File: config.mk
export PLATFORM = sky130hd
export DESIGN_NAME = cte_exec
export DESIGN_NICKNAME = d
export VERILOG_FILES = /design/src/verilog/cte_pkg.sv /design/src/verilog/cte_exec.sv
export SDC_FILE = /design/constraint.sdc
export NUM_CORES = 1
export LEC_CHECK = 0
export BUFFER_PORTS_ARGS = -buffer_cell sky130_fd_sc_hd__buf_2
export CAP_MARGIN = 20
export CORE_MARGIN = 2
export CORE_UTILIZATION = 35
export DETAILED_ROUTE_END_ITERATION = 16
export PLACE_DENSITY = 0.55
export SLEW_MARGIN = 25
export SYNTH_ARGS = -nofsm -noshare
export SYNTH_HDL_FRONTEND = slang
export SYNTH_SLANG_ARGS = --single-unit
export TNS_END_PERCENT = 1
File: constraint.sdc
create_clock -name mclk_i -period 4.5 [get_ports mclk_i]
set_clock_uncertainty 0.1 [all_clocks]
set_input_delay 0.9 -clock mclk_i [delete_from_list [all_inputs] [get_ports mclk_i]]
set_output_delay 0.9 -clock mclk_i [all_outputs]
set_load 0.1 [all_outputs]
File: src/verilog/cte_pkg.sv
`default_nettype none
package cte_pkg;
  // register map (byte addresses, one 32-bit word each)
  localparam logic [7:0]  OFS_CTRL   = 8'h00;
  localparam logic [7:0]  OFS_STATUS = 8'h04;
  localparam logic [7:0]  OFS_REGS   = 8'h08;
  localparam logic [7:0]  OFS_SPPC   = 8'h0c;
  localparam logic [7:0]  OFS_FLAGS  = 8'h10;
  localparam int          CTRL_RUN   = 0;
  localparam int          STAT_WAIT  = 0;
  localparam int          STAT_RUN   = 1;
  localparam logic        CTRL_RUN_RST = 1'b1;
  // condition_flags layout
  localparam int          CC_V = 7;
  localparam int          CC_H = 4;
  localparam int          CC_I = 3;
  localparam int          CC_N = 2;
  localparam int          CC_Z = 1;
  localparam int          CC_C = 0;
  localparam logic [7:0]  CC_ONES   = 8'h60;
  localparam logic [7:0]  CC_RST    = 8'h68;
  localparam logic [15:0] SP_RST    = 16'h00ff;
  localparam logic [15:0] PC_RST    = 16'h0000;
  localparam logic [15:0] TRAP_VEC  = 16'hfffc;
  localparam logic [15:0] IRQ_VEC   = 16'hfffa;
  localparam logic [7:0]  OP_PREFIX = 8'h9e;
  localparam logic [3:0]  CYC_TRAP  = 4'h9;
  localparam logic [2:0]  PUSH_LAST = 3'h4;

  typedef enum logic [3:0] {
    MD_INH, MD_DIR, MD_EXT, MD_IX, MD_IX1, MD_IX2, MD_SP1, MD_SP2,
    MD_IXP, MD_IX1P, MD_DD, MD_IMD, MD_IXPD, MD_DIXP
  } cte_mode_e;

  typedef enum logic [3:0] {
    CL_NOP, CL_TRAP, CL_WAIT, CL_TAP, CL_TAX, CL_TPA, CL_TSTA, CL_TSTX,
    CL_TSX, CL_TXA, CL_TXS, CL_TSTM, CL_STA, CL_MOV, CL_CBEQ
  } cte_class_e;

  typedef struct packed {
    cte_class_e cls;
    cte_mode_e  mode;
    logic [3:0] cyc;
  } cte_dec_s;

  // unknown opcodes belong to other units; here they retire as no-ops in one cycle, or in two after the prefix byte
  function automatic cte_dec_s decode(input logic pre, input logic [7:0] op);
    cte_dec_s d;
    d = '{CL_NOP, MD_INH, 4'h1};
    case ({pre, op})
      9'h083:  d = '{CL_TRAP, MD_INH, CYC_TRAP};
      9'h084:  d = '{CL_TAP,  MD_INH, 4'h2};
      9'h097:  d = '{CL_TAX,  MD_INH, 4'h1};
      9'h085:  d = '{CL_TPA,  MD_INH, 4'h1};
      9'h03d:  d = '{CL_TSTM, MD_DIR, 4'h3};
      9'h04d:  d = '{CL_TSTA, MD_INH, 4'h1};
      9'h05d:  d = '{CL_TSTX, MD_INH, 4'h1};
      9'h06d:  d = '{CL_TSTM, MD_IX1, 4'h3};
      9'h07d:  d = '{CL_TSTM, MD_IX,  4'h2};
      9'h16d:  d = '{CL_TSTM, MD_SP1, 4'h4};
      9'h095:  d = '{CL_TSX,  MD_INH, 4'h2};
      9'h09f:  d = '{CL_TXA,  MD_INH, 4'h1};
      9'h094:  d = '{CL_TXS,  MD_INH, 4'h2};
      9'h08f:  d = '{CL_WAIT, MD_INH, 4'h1};
      9'h0b7:  d = '{CL_STA,  MD_DIR, 4'h3};
      9'h0c7:  d = '{CL_STA,  MD_EXT, 4'h4};
      9'h0d7:  d = '{CL_STA,  MD_IX2, 4'h4};
      9'h0e7:  d = '{CL_STA,  MD_IX1, 4'h3};
      9'h0f7:  d = '{CL_STA,  MD_IX,  4'h2};
      9'h1e7:  d = '{CL_STA,  MD_SP1, 4'h4};
      9'h1d7:  d = '{CL_STA,  MD_SP2, 4'h5};
      9'h04e:  d = '{CL_MOV,  MD_DD,   4'h5};
      9'h05e:  d = '{CL_MOV,  MD_DIXP, 4'h4};
      9'h06e:  d = '{CL_MOV,  MD_IMD,  4'h4};
      9'h07e:  d = '{CL_MOV,  MD_IXPD, 4'h4};
      9'h031:  d = '{CL_CBEQ, MD_DIR,  4'h5};
      9'h061:  d = '{CL_CBEQ, MD_IX1P, 4'h5};
      9'h071:  d = '{CL_CBEQ, MD_IXP,  4'h4};
      9'h161:  d = '{CL_CBEQ, MD_SP1,  4'h6};
      default: d = '{CL_NOP, MD_INH, 4'h1};
    endcase
    return d;
  endfunction

  // bytes after the opcode; compare-and-branch adds its offset byte last
  function automatic logic [1:0] operand_bytes(input cte_mode_e m, input cte_class_e c);
    logic [1:0] n;
    n = 2'h0;
    case (m)
      MD_DIR, MD_IX1, MD_SP1, MD_IX1P, MD_IXPD, MD_DIXP: n = 2'h1;
      MD_EXT, MD_IX2, MD_SP2, MD_DD, MD_IMD:             n = 2'h2;
      default:                                           n = 2'h0;
    endcase
    if (c == CL_CBEQ) begin
      n = n + 2'h1;
    end
    return n;
  endfunction
endpackage
`default_nettype wire

File: src/verilog/cte_exec.sv
// Contract
// - trap stacks PC, X, A, flags, vectors, 9 cycles
// - zero test sets N Z, clears V
// - zero test forms and their cycle counts
// - halt instruction clears interrupt mask only
// - halted core clock stopped until interrupt
// - stack modes add 8/16-bit offset to SP
// - indexed offsets; 16-bit offset high byte first
// - post-increment index after operand access
// - extended address high byte then low
// - four memory-to-memory move forms
// - compare-branch: direct address then branch offset
`timescale 1ns/1ps
`default_nettype none
module cte_exec #(
  parameter logic [15:0] RESET_PC = cte_pkg::PC_RST,
  parameter logic [15:0] TRAP_VEC = cte_pkg::TRAP_VEC,
  parameter logic [15:0] IRQ_VEC  = cte_pkg::IRQ_VEC
) (
  // clock and reset
  input  wire logic        mclk_i,
  input  wire logic        reset_n_i,
  // apb slave
  input  wire logic        psel_i,
  input  wire logic        penable_i,
  input  wire logic        pwrite_i,
  input  wire logic [7:0]  paddr_i,
  input  wire logic [31:0] pwdata_i,
  output logic [31:0]      prdata_o,
  output logic             pready_o,
  output logic             pslverr_o,
  // cpu memory bus, read data returned in the same cycle
  output logic [15:0]      mem_addr_o,
  output logic [7:0]       mem_wdata_o,
  output logic             mem_we_o,
  output logic             mem_re_o,
  input  wire logic [7:0]  mem_rdata_i,
  // interrupt pin and core clock gate
  input  wire logic        irq_i,
  output logic             core_clk_en_o
);
  typedef enum logic [2:0] {
    ST_FETCH, ST_PREFIX, ST_OPND, ST_EXEC, ST_PUSH, ST_VEC, ST_PAD, ST_WAIT
  } cte_state_e;

  cte_state_e          st_q, st_d;
  logic [7:0]          a_q, a_d, x_q, x_d, h_q, h_d, cc_q, cc_d;
  logic [15:0]         sp_q, sp_d, pc_q, pc_d;
  cte_pkg::cte_class_e cls_q, cls_d;
  cte_pkg::cte_mode_e  mode_q, mode_d;
  logic [7:0]          b1_q, b1_d, b2_q, b2_d, tmp_q, tmp_d;
  logic [1:0]          nb_q, nb_d, bidx_q, bidx_d;
  logic [2:0]          step_q, step_d;
  logic [3:0]          cyc_q, cyc_d, tgt_q, tgt_d;
  logic                virq_q, virq_d;
  logic                run_q, run_d;
  logic [2:0]          irq_sync_q, irq_sync_d;
  logic                irq_q, irq_d;
  logic [31:0]         rd_q, rd_d;

  cte_pkg::cte_dec_s   dec;
  logic [15:0]         hx, ea, vec;
  logic [7:0]          rr;
  logic                launch, done;

  function automatic logic [7:0] nzv(input logic [7:0] c, input logic [7:0] v);
    logic [7:0] r;
    r = c;
    r[cte_pkg::CC_V] = 1'b0;
    r[cte_pkg::CC_N] = v[7];
    r[cte_pkg::CC_Z] = (v == 8'h00);
    return r;
  endfunction

  assign hx  = {h_q, x_q};
  assign rr  = (nb_q == 2'h1) ? b1_q : b2_q;
  assign vec = virq_q ? IRQ_VEC : TRAP_VEC;

  // effective address of the operand (source operand for moves)
  always_comb begin
    ea = hx;
    case (mode_q)
      cte_pkg::MD_DIR, cte_pkg::MD_DD, cte_pkg::MD_DIXP: ea = {8'h00, b1_q};
      cte_pkg::MD_EXT:  ea = {b1_q, b2_q};
      cte_pkg::MD_IX1, cte_pkg::MD_IX1P: ea = hx + {8'h00, b1_q};
      cte_pkg::MD_IX2:  ea = hx + {b1_q, b2_q};
      cte_pkg::MD_SP1:  ea = sp_q + {8'h00, b1_q};
      cte_pkg::MD_SP2:  ea = sp_q + {b1_q, b2_q};
      default:          ea = hx;
    endcase
  end

  always_comb begin
    st_d = st_q;
    a_d = a_q;
    x_d = x_q;
    h_d = h_q;
    cc_d = cc_q;
    sp_d = sp_q;
    pc_d = pc_q;
    cls_d = cls_q;
    mode_d = mode_q;
    b1_d = b1_q;
    b2_d = b2_q;
    tmp_d = tmp_q;
    nb_d = nb_q;
    bidx_d = bidx_q;
    step_d = step_q;
    cyc_d = cyc_q + 4'h1;
    tgt_d = tgt_q;
    virq_d = virq_q;
    mem_addr_o = pc_q;
    mem_wdata_o = 8'h00;
    mem_we_o = 1'b0;
    mem_re_o = 1'b0;
    launch = 1'b0;
    done = 1'b0;
    dec = cte_pkg::decode(st_q == ST_PREFIX, mem_rdata_i);
    case (st_q)
      ST_FETCH: begin
        cyc_d = 4'h1;
        if (!run_q) begin
          cyc_d = cyc_q;
        end else if (irq_q && !cc_q[cte_pkg::CC_I]) begin
          virq_d = 1'b1;
          tgt_d = cte_pkg::CYC_TRAP;
          step_d = 3'h0;
          st_d = ST_PUSH;
        end else begin
          mem_re_o = 1'b1;
          pc_d = pc_q + 16'h0001;
          if (mem_rdata_i == cte_pkg::OP_PREFIX) begin
            st_d = ST_PREFIX;
          end else begin
            launch = 1'b1;
          end
        end
      end
      ST_PREFIX: begin
        mem_re_o = 1'b1;
        pc_d = pc_q + 16'h0001;
        launch = 1'b1;
      end
      ST_OPND: begin
        mem_re_o = 1'b1;
        pc_d = pc_q + 16'h0001;
        if (bidx_q == 2'h0) begin
          b1_d = mem_rdata_i;
        end else begin
          b2_d = mem_rdata_i;
        end
        bidx_d = bidx_q + 2'h1;
        if (bidx_q + 2'h1 == nb_q) begin
          st_d = ST_EXEC;
        end
      end
      ST_EXEC: begin
        step_d = step_q + 3'h1;
        mem_addr_o = ea;
        case (cls_q)
          cte_pkg::CL_TSTM: begin
            mem_re_o = 1'b1;
            cc_d = nzv(cc_q, mem_rdata_i);
            done = 1'b1;
          end
          cte_pkg::CL_STA: begin
            mem_we_o = 1'b1;
            mem_wdata_o = a_q;
            cc_d = nzv(cc_q, a_q);
            done = 1'b1;
          end
          cte_pkg::CL_CBEQ: begin
            mem_re_o = 1'b1;
            if (mem_rdata_i == a_q) begin
              pc_d = pc_q + {{8{rr[7]}}, rr};
            end
            if (mode_q == cte_pkg::MD_IXP || mode_q == cte_pkg::MD_IX1P) begin
              {h_d, x_d} = hx + 16'h0001;
            end
            done = 1'b1;
          end
          cte_pkg::CL_MOV: begin
            if (mode_q == cte_pkg::MD_IMD) begin
              mem_addr_o = {8'h00, b2_q};
              mem_we_o = 1'b1;
              mem_wdata_o = b1_q;
              cc_d = nzv(cc_q, b1_q);
              done = 1'b1;
            end else if (step_q == 3'h0) begin
              mem_re_o = 1'b1;
              tmp_d = mem_rdata_i;
            end else begin
              mem_we_o = 1'b1;
              mem_wdata_o = tmp_q;
              cc_d = nzv(cc_q, tmp_q);
              done = 1'b1;
              case (mode_q)
                cte_pkg::MD_DD:   mem_addr_o = {8'h00, b2_q};
                cte_pkg::MD_IXPD: mem_addr_o = {8'h00, b1_q};
                default:          mem_addr_o = hx;
              endcase
              if (mode_q != cte_pkg::MD_DD) begin
                {h_d, x_d} = hx + 16'h0001;
              end
            end
          end
          default: done = 1'b1;
        endcase
        if (done) begin
          st_d = (cyc_d >= tgt_q) ? ST_FETCH : ST_PAD;
        end
      end
      ST_PUSH: begin
        mem_we_o = 1'b1;
        mem_addr_o = sp_q;
        sp_d = sp_q - 16'h0001;
        step_d = step_q + 3'h1;
        case (step_q)
          3'h0:    mem_wdata_o = pc_q[7:0];
          3'h1:    mem_wdata_o = pc_q[15:8];
          3'h2:    mem_wdata_o = x_q;
          3'h3:    mem_wdata_o = a_q;
          default: mem_wdata_o = cc_q;
        endcase
        if (step_q == cte_pkg::PUSH_LAST) begin
          cc_d[cte_pkg::CC_I] = 1'b1;
          step_d = 3'h0;
          st_d = ST_VEC;
        end
      end
      ST_VEC: begin
        mem_re_o = 1'b1;
        step_d = step_q + 3'h1;
        if (step_q == 3'h0) begin
          mem_addr_o = vec;
          pc_d[15:8] = mem_rdata_i;
        end else begin
          mem_addr_o = vec + 16'h0001;
          pc_d[7:0] = mem_rdata_i;
          st_d = (cyc_d >= tgt_q) ? ST_FETCH : ST_PAD;
        end
      end
      ST_PAD: begin
        if (cyc_d >= tgt_q) begin
          st_d = ST_FETCH;
        end
      end
      ST_WAIT: begin
        cyc_d = cyc_q;
        if (irq_q) begin
          st_d = ST_FETCH;
        end
      end
      default: st_d = ST_FETCH;
    endcase
    if (launch) begin
      cls_d = dec.cls;
      mode_d = dec.mode;
      tgt_d = dec.cyc;
      nb_d = cte_pkg::operand_bytes(dec.mode, dec.cls);
      bidx_d = 2'h0;
      step_d = 3'h0;
      virq_d = 1'b0;
      st_d = (cyc_d >= dec.cyc) ? ST_FETCH : ST_PAD;
      case (dec.cls)
        cte_pkg::CL_TAP:  cc_d = a_q | cte_pkg::CC_ONES;
        cte_pkg::CL_TAX:  x_d = a_q;
        cte_pkg::CL_TPA:  a_d = cc_q;
        cte_pkg::CL_TXA:  a_d = x_q;
        cte_pkg::CL_TSX:  {h_d, x_d} = sp_q + 16'h0001;
        cte_pkg::CL_TXS:  sp_d = hx - 16'h0001;
        cte_pkg::CL_TSTA: cc_d = nzv(cc_q, a_q);
        cte_pkg::CL_TSTX: cc_d = nzv(cc_q, x_q);
        cte_pkg::CL_TRAP: st_d = ST_PUSH;
        cte_pkg::CL_WAIT: begin
          cc_d[cte_pkg::CC_I] = 1'b0;
          st_d = ST_WAIT;
        end
        default: ;
      endcase
      if (nb_d != 2'h0) begin
        st_d = ST_OPND;
      end else if (dec.cls == cte_pkg::CL_TSTM || dec.cls == cte_pkg::CL_STA ||
                   dec.cls == cte_pkg::CL_CBEQ || dec.cls == cte_pkg::CL_MOV) begin
        st_d = ST_EXEC;
      end
    end
  end

  // the gate is an output only; the sequencer runs on to ST_FETCH and holds there while run is clear
  assign core_clk_en_o = run_q && (st_q != ST_WAIT);

  always_ff @(posedge mclk_i) begin
    if (!reset_n_i) begin
      st_q <= ST_FETCH;
      a_q <= 8'h00;
      x_q <= 8'h00;
      h_q <= 8'h00;
      cc_q <= cte_pkg::CC_RST;
      sp_q <= cte_pkg::SP_RST;
      pc_q <= RESET_PC;
      cls_q <= cte_pkg::CL_NOP;
      mode_q <= cte_pkg::MD_INH;
      b1_q <= 8'h00;
      b2_q <= 8'h00;
      tmp_q <= 8'h00;
      nb_q <= 2'h0;
      bidx_q <= 2'h0;
      step_q <= 3'h0;
      cyc_q <= 4'h0;
      tgt_q <= 4'h1;
      virq_q <= 1'b0;
    end else begin
      st_q <= st_d;
      a_q <= a_d;
      x_q <= x_d;
      h_q <= h_d;
      cc_q <= cc_d;
      sp_q <= sp_d;
      pc_q <= pc_d;
      cls_q <= cls_d;
      mode_q <= mode_d;
      b1_q <= b1_d;
      b2_q <= b2_d;
      tmp_q <= tmp_d;
      nb_q <= nb_d;
      bidx_q <= bidx_d;
      step_q <= step_d;
      cyc_q <= cyc_d;
      tgt_q <= tgt_d;
      virq_q <= virq_d;
    end
  end

  // interrupt pin: a level change counts once the last two stages agree
  always_comb begin
    irq_sync_d = {irq_sync_q[1:0], irq_i};
    irq_d = (irq_sync_q[2] == irq_sync_q[1]) ? irq_sync_q[2] : irq_q;
  end

  always_ff @(posedge mclk_i) begin
    if (!reset_n_i) begin
      irq_sync_q <= 3'h0;
      irq_q <= 1'b0;
    end else begin
      irq_sync_q <= irq_sync_d;
      irq_q <= irq_d;
    end
  end

  // apb: read data captured in setup, answered in the first access cycle
  logic apb_setup, apb_access, apb_hit;
  assign apb_setup  = psel_i && !penable_i;
  assign apb_access = psel_i && penable_i;
  assign apb_hit    = (paddr_i == cte_pkg::OFS_CTRL) || (paddr_i == cte_pkg::OFS_STATUS) ||
                      (paddr_i == cte_pkg::OFS_REGS) || (paddr_i == cte_pkg::OFS_SPPC) ||
                      (paddr_i == cte_pkg::OFS_FLAGS);
  assign pready_o   = apb_access;
  assign pslverr_o  = apb_access && !apb_hit;
  assign prdata_o   = rd_q;

  always_comb begin
    run_d = run_q;
    rd_d = rd_q;
    if (apb_access && pwrite_i && paddr_i == cte_pkg::OFS_CTRL) begin
      run_d = pwdata_i[cte_pkg::CTRL_RUN];
    end
    if (apb_setup && !pwrite_i) begin
      rd_d = 32'h0000_0000;
      case (paddr_i)
        cte_pkg::OFS_CTRL:   rd_d[cte_pkg::CTRL_RUN] = run_q;
        cte_pkg::OFS_STATUS: begin
          rd_d[cte_pkg::STAT_WAIT] = (st_q == ST_WAIT);
          rd_d[cte_pkg::STAT_RUN] = core_clk_en_o;
        end
        cte_pkg::OFS_REGS:   rd_d = {8'h00, h_q, x_q, a_q};
        cte_pkg::OFS_SPPC:   rd_d = {sp_q, pc_q};
        cte_pkg::OFS_FLAGS:  rd_d = {24'h00_0000, cc_q};
        default:             rd_d = 32'h0000_0000;
      endcase
    end
  end

  always_ff @(posedge mclk_i) begin
    if (!reset_n_i) begin
      run_q <= cte_pkg::CTRL_RUN_RST;
      rd_q <= 32'h0000_0000;
    end else begin
      run_q <= run_d;
      rd_q <= rd_d;
    end
  end
endmodule
`default_nettype wire

==> summary.txt <==
Floorplanning
  – Core Box Area: 38600 um2
  – Die area: 40500 um2
  – Ports: 115
  – Die W: 201 um
  – Die height: 201 um
  – Starting Density: 35.3%
  – Row Count: 72

Synth
  – Yosys warns: 0
  – Register area share after synthesis: 22.2%
  – Distinct cells, synth: 87
  – Synthesized area per cell: 7.26 um2
  – FF+latch count, synth: 151
  – Async S/R FF share, synth: 0%
  – Post-synth top flop: dfxtp_1
  – Number of flops mapped to enable cells by yosys: 0
  – Mapped cell area: 13600 um2
  – Cell count after synthesis: 1878
  – Post-Syn Nets: 2005

Placed design
  – Post-DP HPWL: 43900 um
  – DP Cell Count: 2446
  – I/O Buffers: 83
  – Post-Place Worst Slack: 0.00666 ns
  – Placed instance area: 15400 um2
  – Placer Congestion: 0.999

Timing
  – Maximum clock rate: 217 MHz
  – Fin crit period: 4.62 ns
  – Tightest Pin Transition: 0.886 ns
  – Final Setup Violations: 5
  – Slew Limit Fails: 0
  – Final hold viol count: 0
  – Period utilization: 103%
  – RSZ-0062 raised after global routing: true
  – Relative slew slack: 39.4%
  – Setup ws final: -0.115 ns

Final layout
  – Final Cell Area: 16600 um2
  – Diodes inserted: 0
  – Final core occ: 43.0%
  – Nets: 2085
  – Layout area overhead: 21.6%
  – Non-filler instance count after layout: 2489
  – Share of layout cells above drive strength 1: 19.6%

Critical path
  – End of the critical path: mem_addr_o[4]
  – Crit path capture type: output pin
  – Crit path launch type: flop
  – Worst-path cell chain: nand3b_1 -> nor2_2 -> buf_6 -> mux2_4 -> fa_2 -> buf_6 -> a21o_1 -> a211oi_2 -> nor3_2 -> a221o_1 -> a21oi_2 -> a221o_1 -> a31oi_4 -> buf_12
  – Max stage delay on crit path: 0.40 ns
  – Critical path class: reg2out
  – Critical path origin: mode_q[1]
  – Reg2Reg Launch Point: st_q[1]
  – CP Data Arrival Time: 3.62 ns
  – Reg2Reg Setup Slack: 0.49 ns
  – Crit-path slowest cell: fa_2
  – Worst-path fanout max: 3
  – Worst EP required: 3.50 ns
  – Reg2reg end: st_q[1]
  – Worst reg2reg path depth: 15

Hold path
  – Min-delay worst type: reg2reg

GRT
  – Vias in the first global route: 14300
  – Grt ovf: 0
  – First-pass GRT wire length: 87700 um
  – Largest net degree at the start of global routing: 55
  – Global Route Usage Sum: 28.0%
  – Initial antenna violation count: 2

Detailed routing
  – Routed Wire Length: 58100 um
  – # DRC: 0
  – ANT nets after route: 0
  – Vias: 15300
  – Drt first pass iters: 6
  – Avg WL per Cell: 23.4 um
  – Vias/cell: 6.16
  – Drt initial violations: 1811

Clock network
  – Clk slew on worst S/H paths: 0.07 ns
  – CTS root buf: clkbuf_16
  – Maximum clock path buffer count: 2
  – Skew-Pair Late Insertion Delay: 0.47 ns
  – # H-tree levels: 4
  – CTS buffer count: 17
  – Cts hold-fix bufs: 0
  – CTS Sinks: 151
  – CTS tree: yes

Pwr
  – Total power: 7770 uW
  – PwrDens: 469 nW/um2
  – Leak: 0.00646 uW
  – Peak supply drop: 0.529 mV

Flow run
  – Total of max-cap violations: 0

Status
  – Outcome: finished, violations left
  – Failing checks: setup timing
[per-stage QoR]
stage | TNS (ns) | hold slack [ns]
global placement | 0 | 0.343
floorplan | -4.43 | 0.312
finish | -0.402 | 0.371
global route | -1.96 | 0.386
detailed placement | 0 | 0.359
CTS | -0.548 | 0.375
[Yosys cell counts (all sizes together) (26+ instances only)]
cell type / count / share of area (%)
xor2: 41 / 2.6
nand2: 208 / 5.7
o21ai: 114 / 4.2
mux2i: 46 / 3.4
inv: 39 / 1.1
dfxtp: 151 / 22
a22oi: 33 / 1.8
nor3: 82 / 3.0
a31oi: 30 / 1.4
nor2: 179 / 4.9
a211oi: 30 / 1.7
nand3: 51 / 1.9
ha: 70 / 6.4
buf: 26 / 0.94
a21oi: 160 / 5.9
xnor2: 48 / 3.1
clkbuf: 135 / 3.7
a221oi: 31 / 2.0
[critical path, delay by kind of cell (launching register included)]
kind / cells / cell delay (ns)
buffers and inverters: 3 / 0.46
AO/OA/AOI/OAI: 6 / 1.21
adder cells (fa/ha/maj): 1 / 0.40
multiplexers: 1 / 0.33
AND/OR/NAND/NOR: 3 / 0.44
flip-flops: 1 / 0.33
[power by group]
group / internal [uW] / switching [uW]
logic: 1630 / 2930
clock network: 730 / 698
registers: 1470 / 311
total: 3840 / 3940
[layer usage]
metal	vias to the layer above	wire [um]	track usage, %	part of all wire, %
met4	2	2510	11.9	4.3
li1	7092	-	-	-
met2	706	26100	44.7	45
met1	7375	25200	37.0	43
met5	-	13	0	0.022
met3	149	4320	5.17	7.4
[placed cells by master (no fill, tap or decap), types with 44 or more instances in the layout]
| master | instances |
|---|---|
| nand2_1 | 205 |
| buf_4 | 129 |
| nor2_1 | 178 |
| nand3_1 | 50 |
| o21ai_0 | 99 |
| dfxtp_1 | 147 |
| mux2i_1 | 46 |
| a21oi_1 | 149 |
| nor3_1 | 77 |
| buf_2 | 66 |
| ha_1 | 59 |
| xnor2_1 | 44 |
[flip-flops by register name, summed over array words and instances (netlist names), 3 cells and up]
signal,cells
pc_q,16
prdata_o,32
step_q,3
mode_q,4
cls_q,4
sp_q,16
b1_q,8
b2_q,8
st_q,3
tmp_q,8
tgt_q,4
x_q,8
irq_sync_q,3
cyc_q,4
h_q,8
cc_q,7
a_q,8
[worst min path at each step]
stage / start / endpoint / slack, ns / depth (start not counted)
after floorplan: irq_sync_q[0] / irq_sync_q[1] / 0.31 / 1
after global placement: irq_sync_q[2] / irq_q / 0.34 / 2
after detailed placement: tgt_q[0] / tgt_q[0] / 0.36 / 1
after CTS: irq_sync_q[2] / irq_q / 0.38 / 2
after global routing: irq_sync_q[2] / irq_q / 0.39 / 2
final: tgt_q[0] / tgt_q[0] / 0.37 / 1
[repair_timing]
| item | in CTS | in global routing |
|---|---|---|
| gates resized for setup | 85 | 27 |
| buffers inserted | 6 | 4 |
| pin swaps | 33 | 26 |
| setup endpoints to repair | 15 | 15 |
[logic make-up after synthesis]
| logic type | count (synthesis) | share of synthesized area [%] |
|---|---|---|
| AND/OR/NAND/NOR | 724 | 26.6 |
| multiplexers | 69 | 5.28 |
| flip-flops | 151 | 22.2 |
| AO/OA/AOI/OAI | 568 | 27.5 |
| buffers and inverters | 204 | 5.85 |
| adder cells (fa/ha/maj) | 73 | 6.87 |
| XOR/XNOR | 89 | 5.72 |
[layout make-up]
class,instances,area [um2]
Timing Repair Buffer,222,1770
Inverter,43,164
Sequential cell,151,3030
Fill cell,4032,22000
Multi-Input combinational cell,1523,10400
Clock buffer,17,425
Clock inverter,15,136
Tap cell,518,648
No activity file was read; power rests on OpenSTA's default activity.
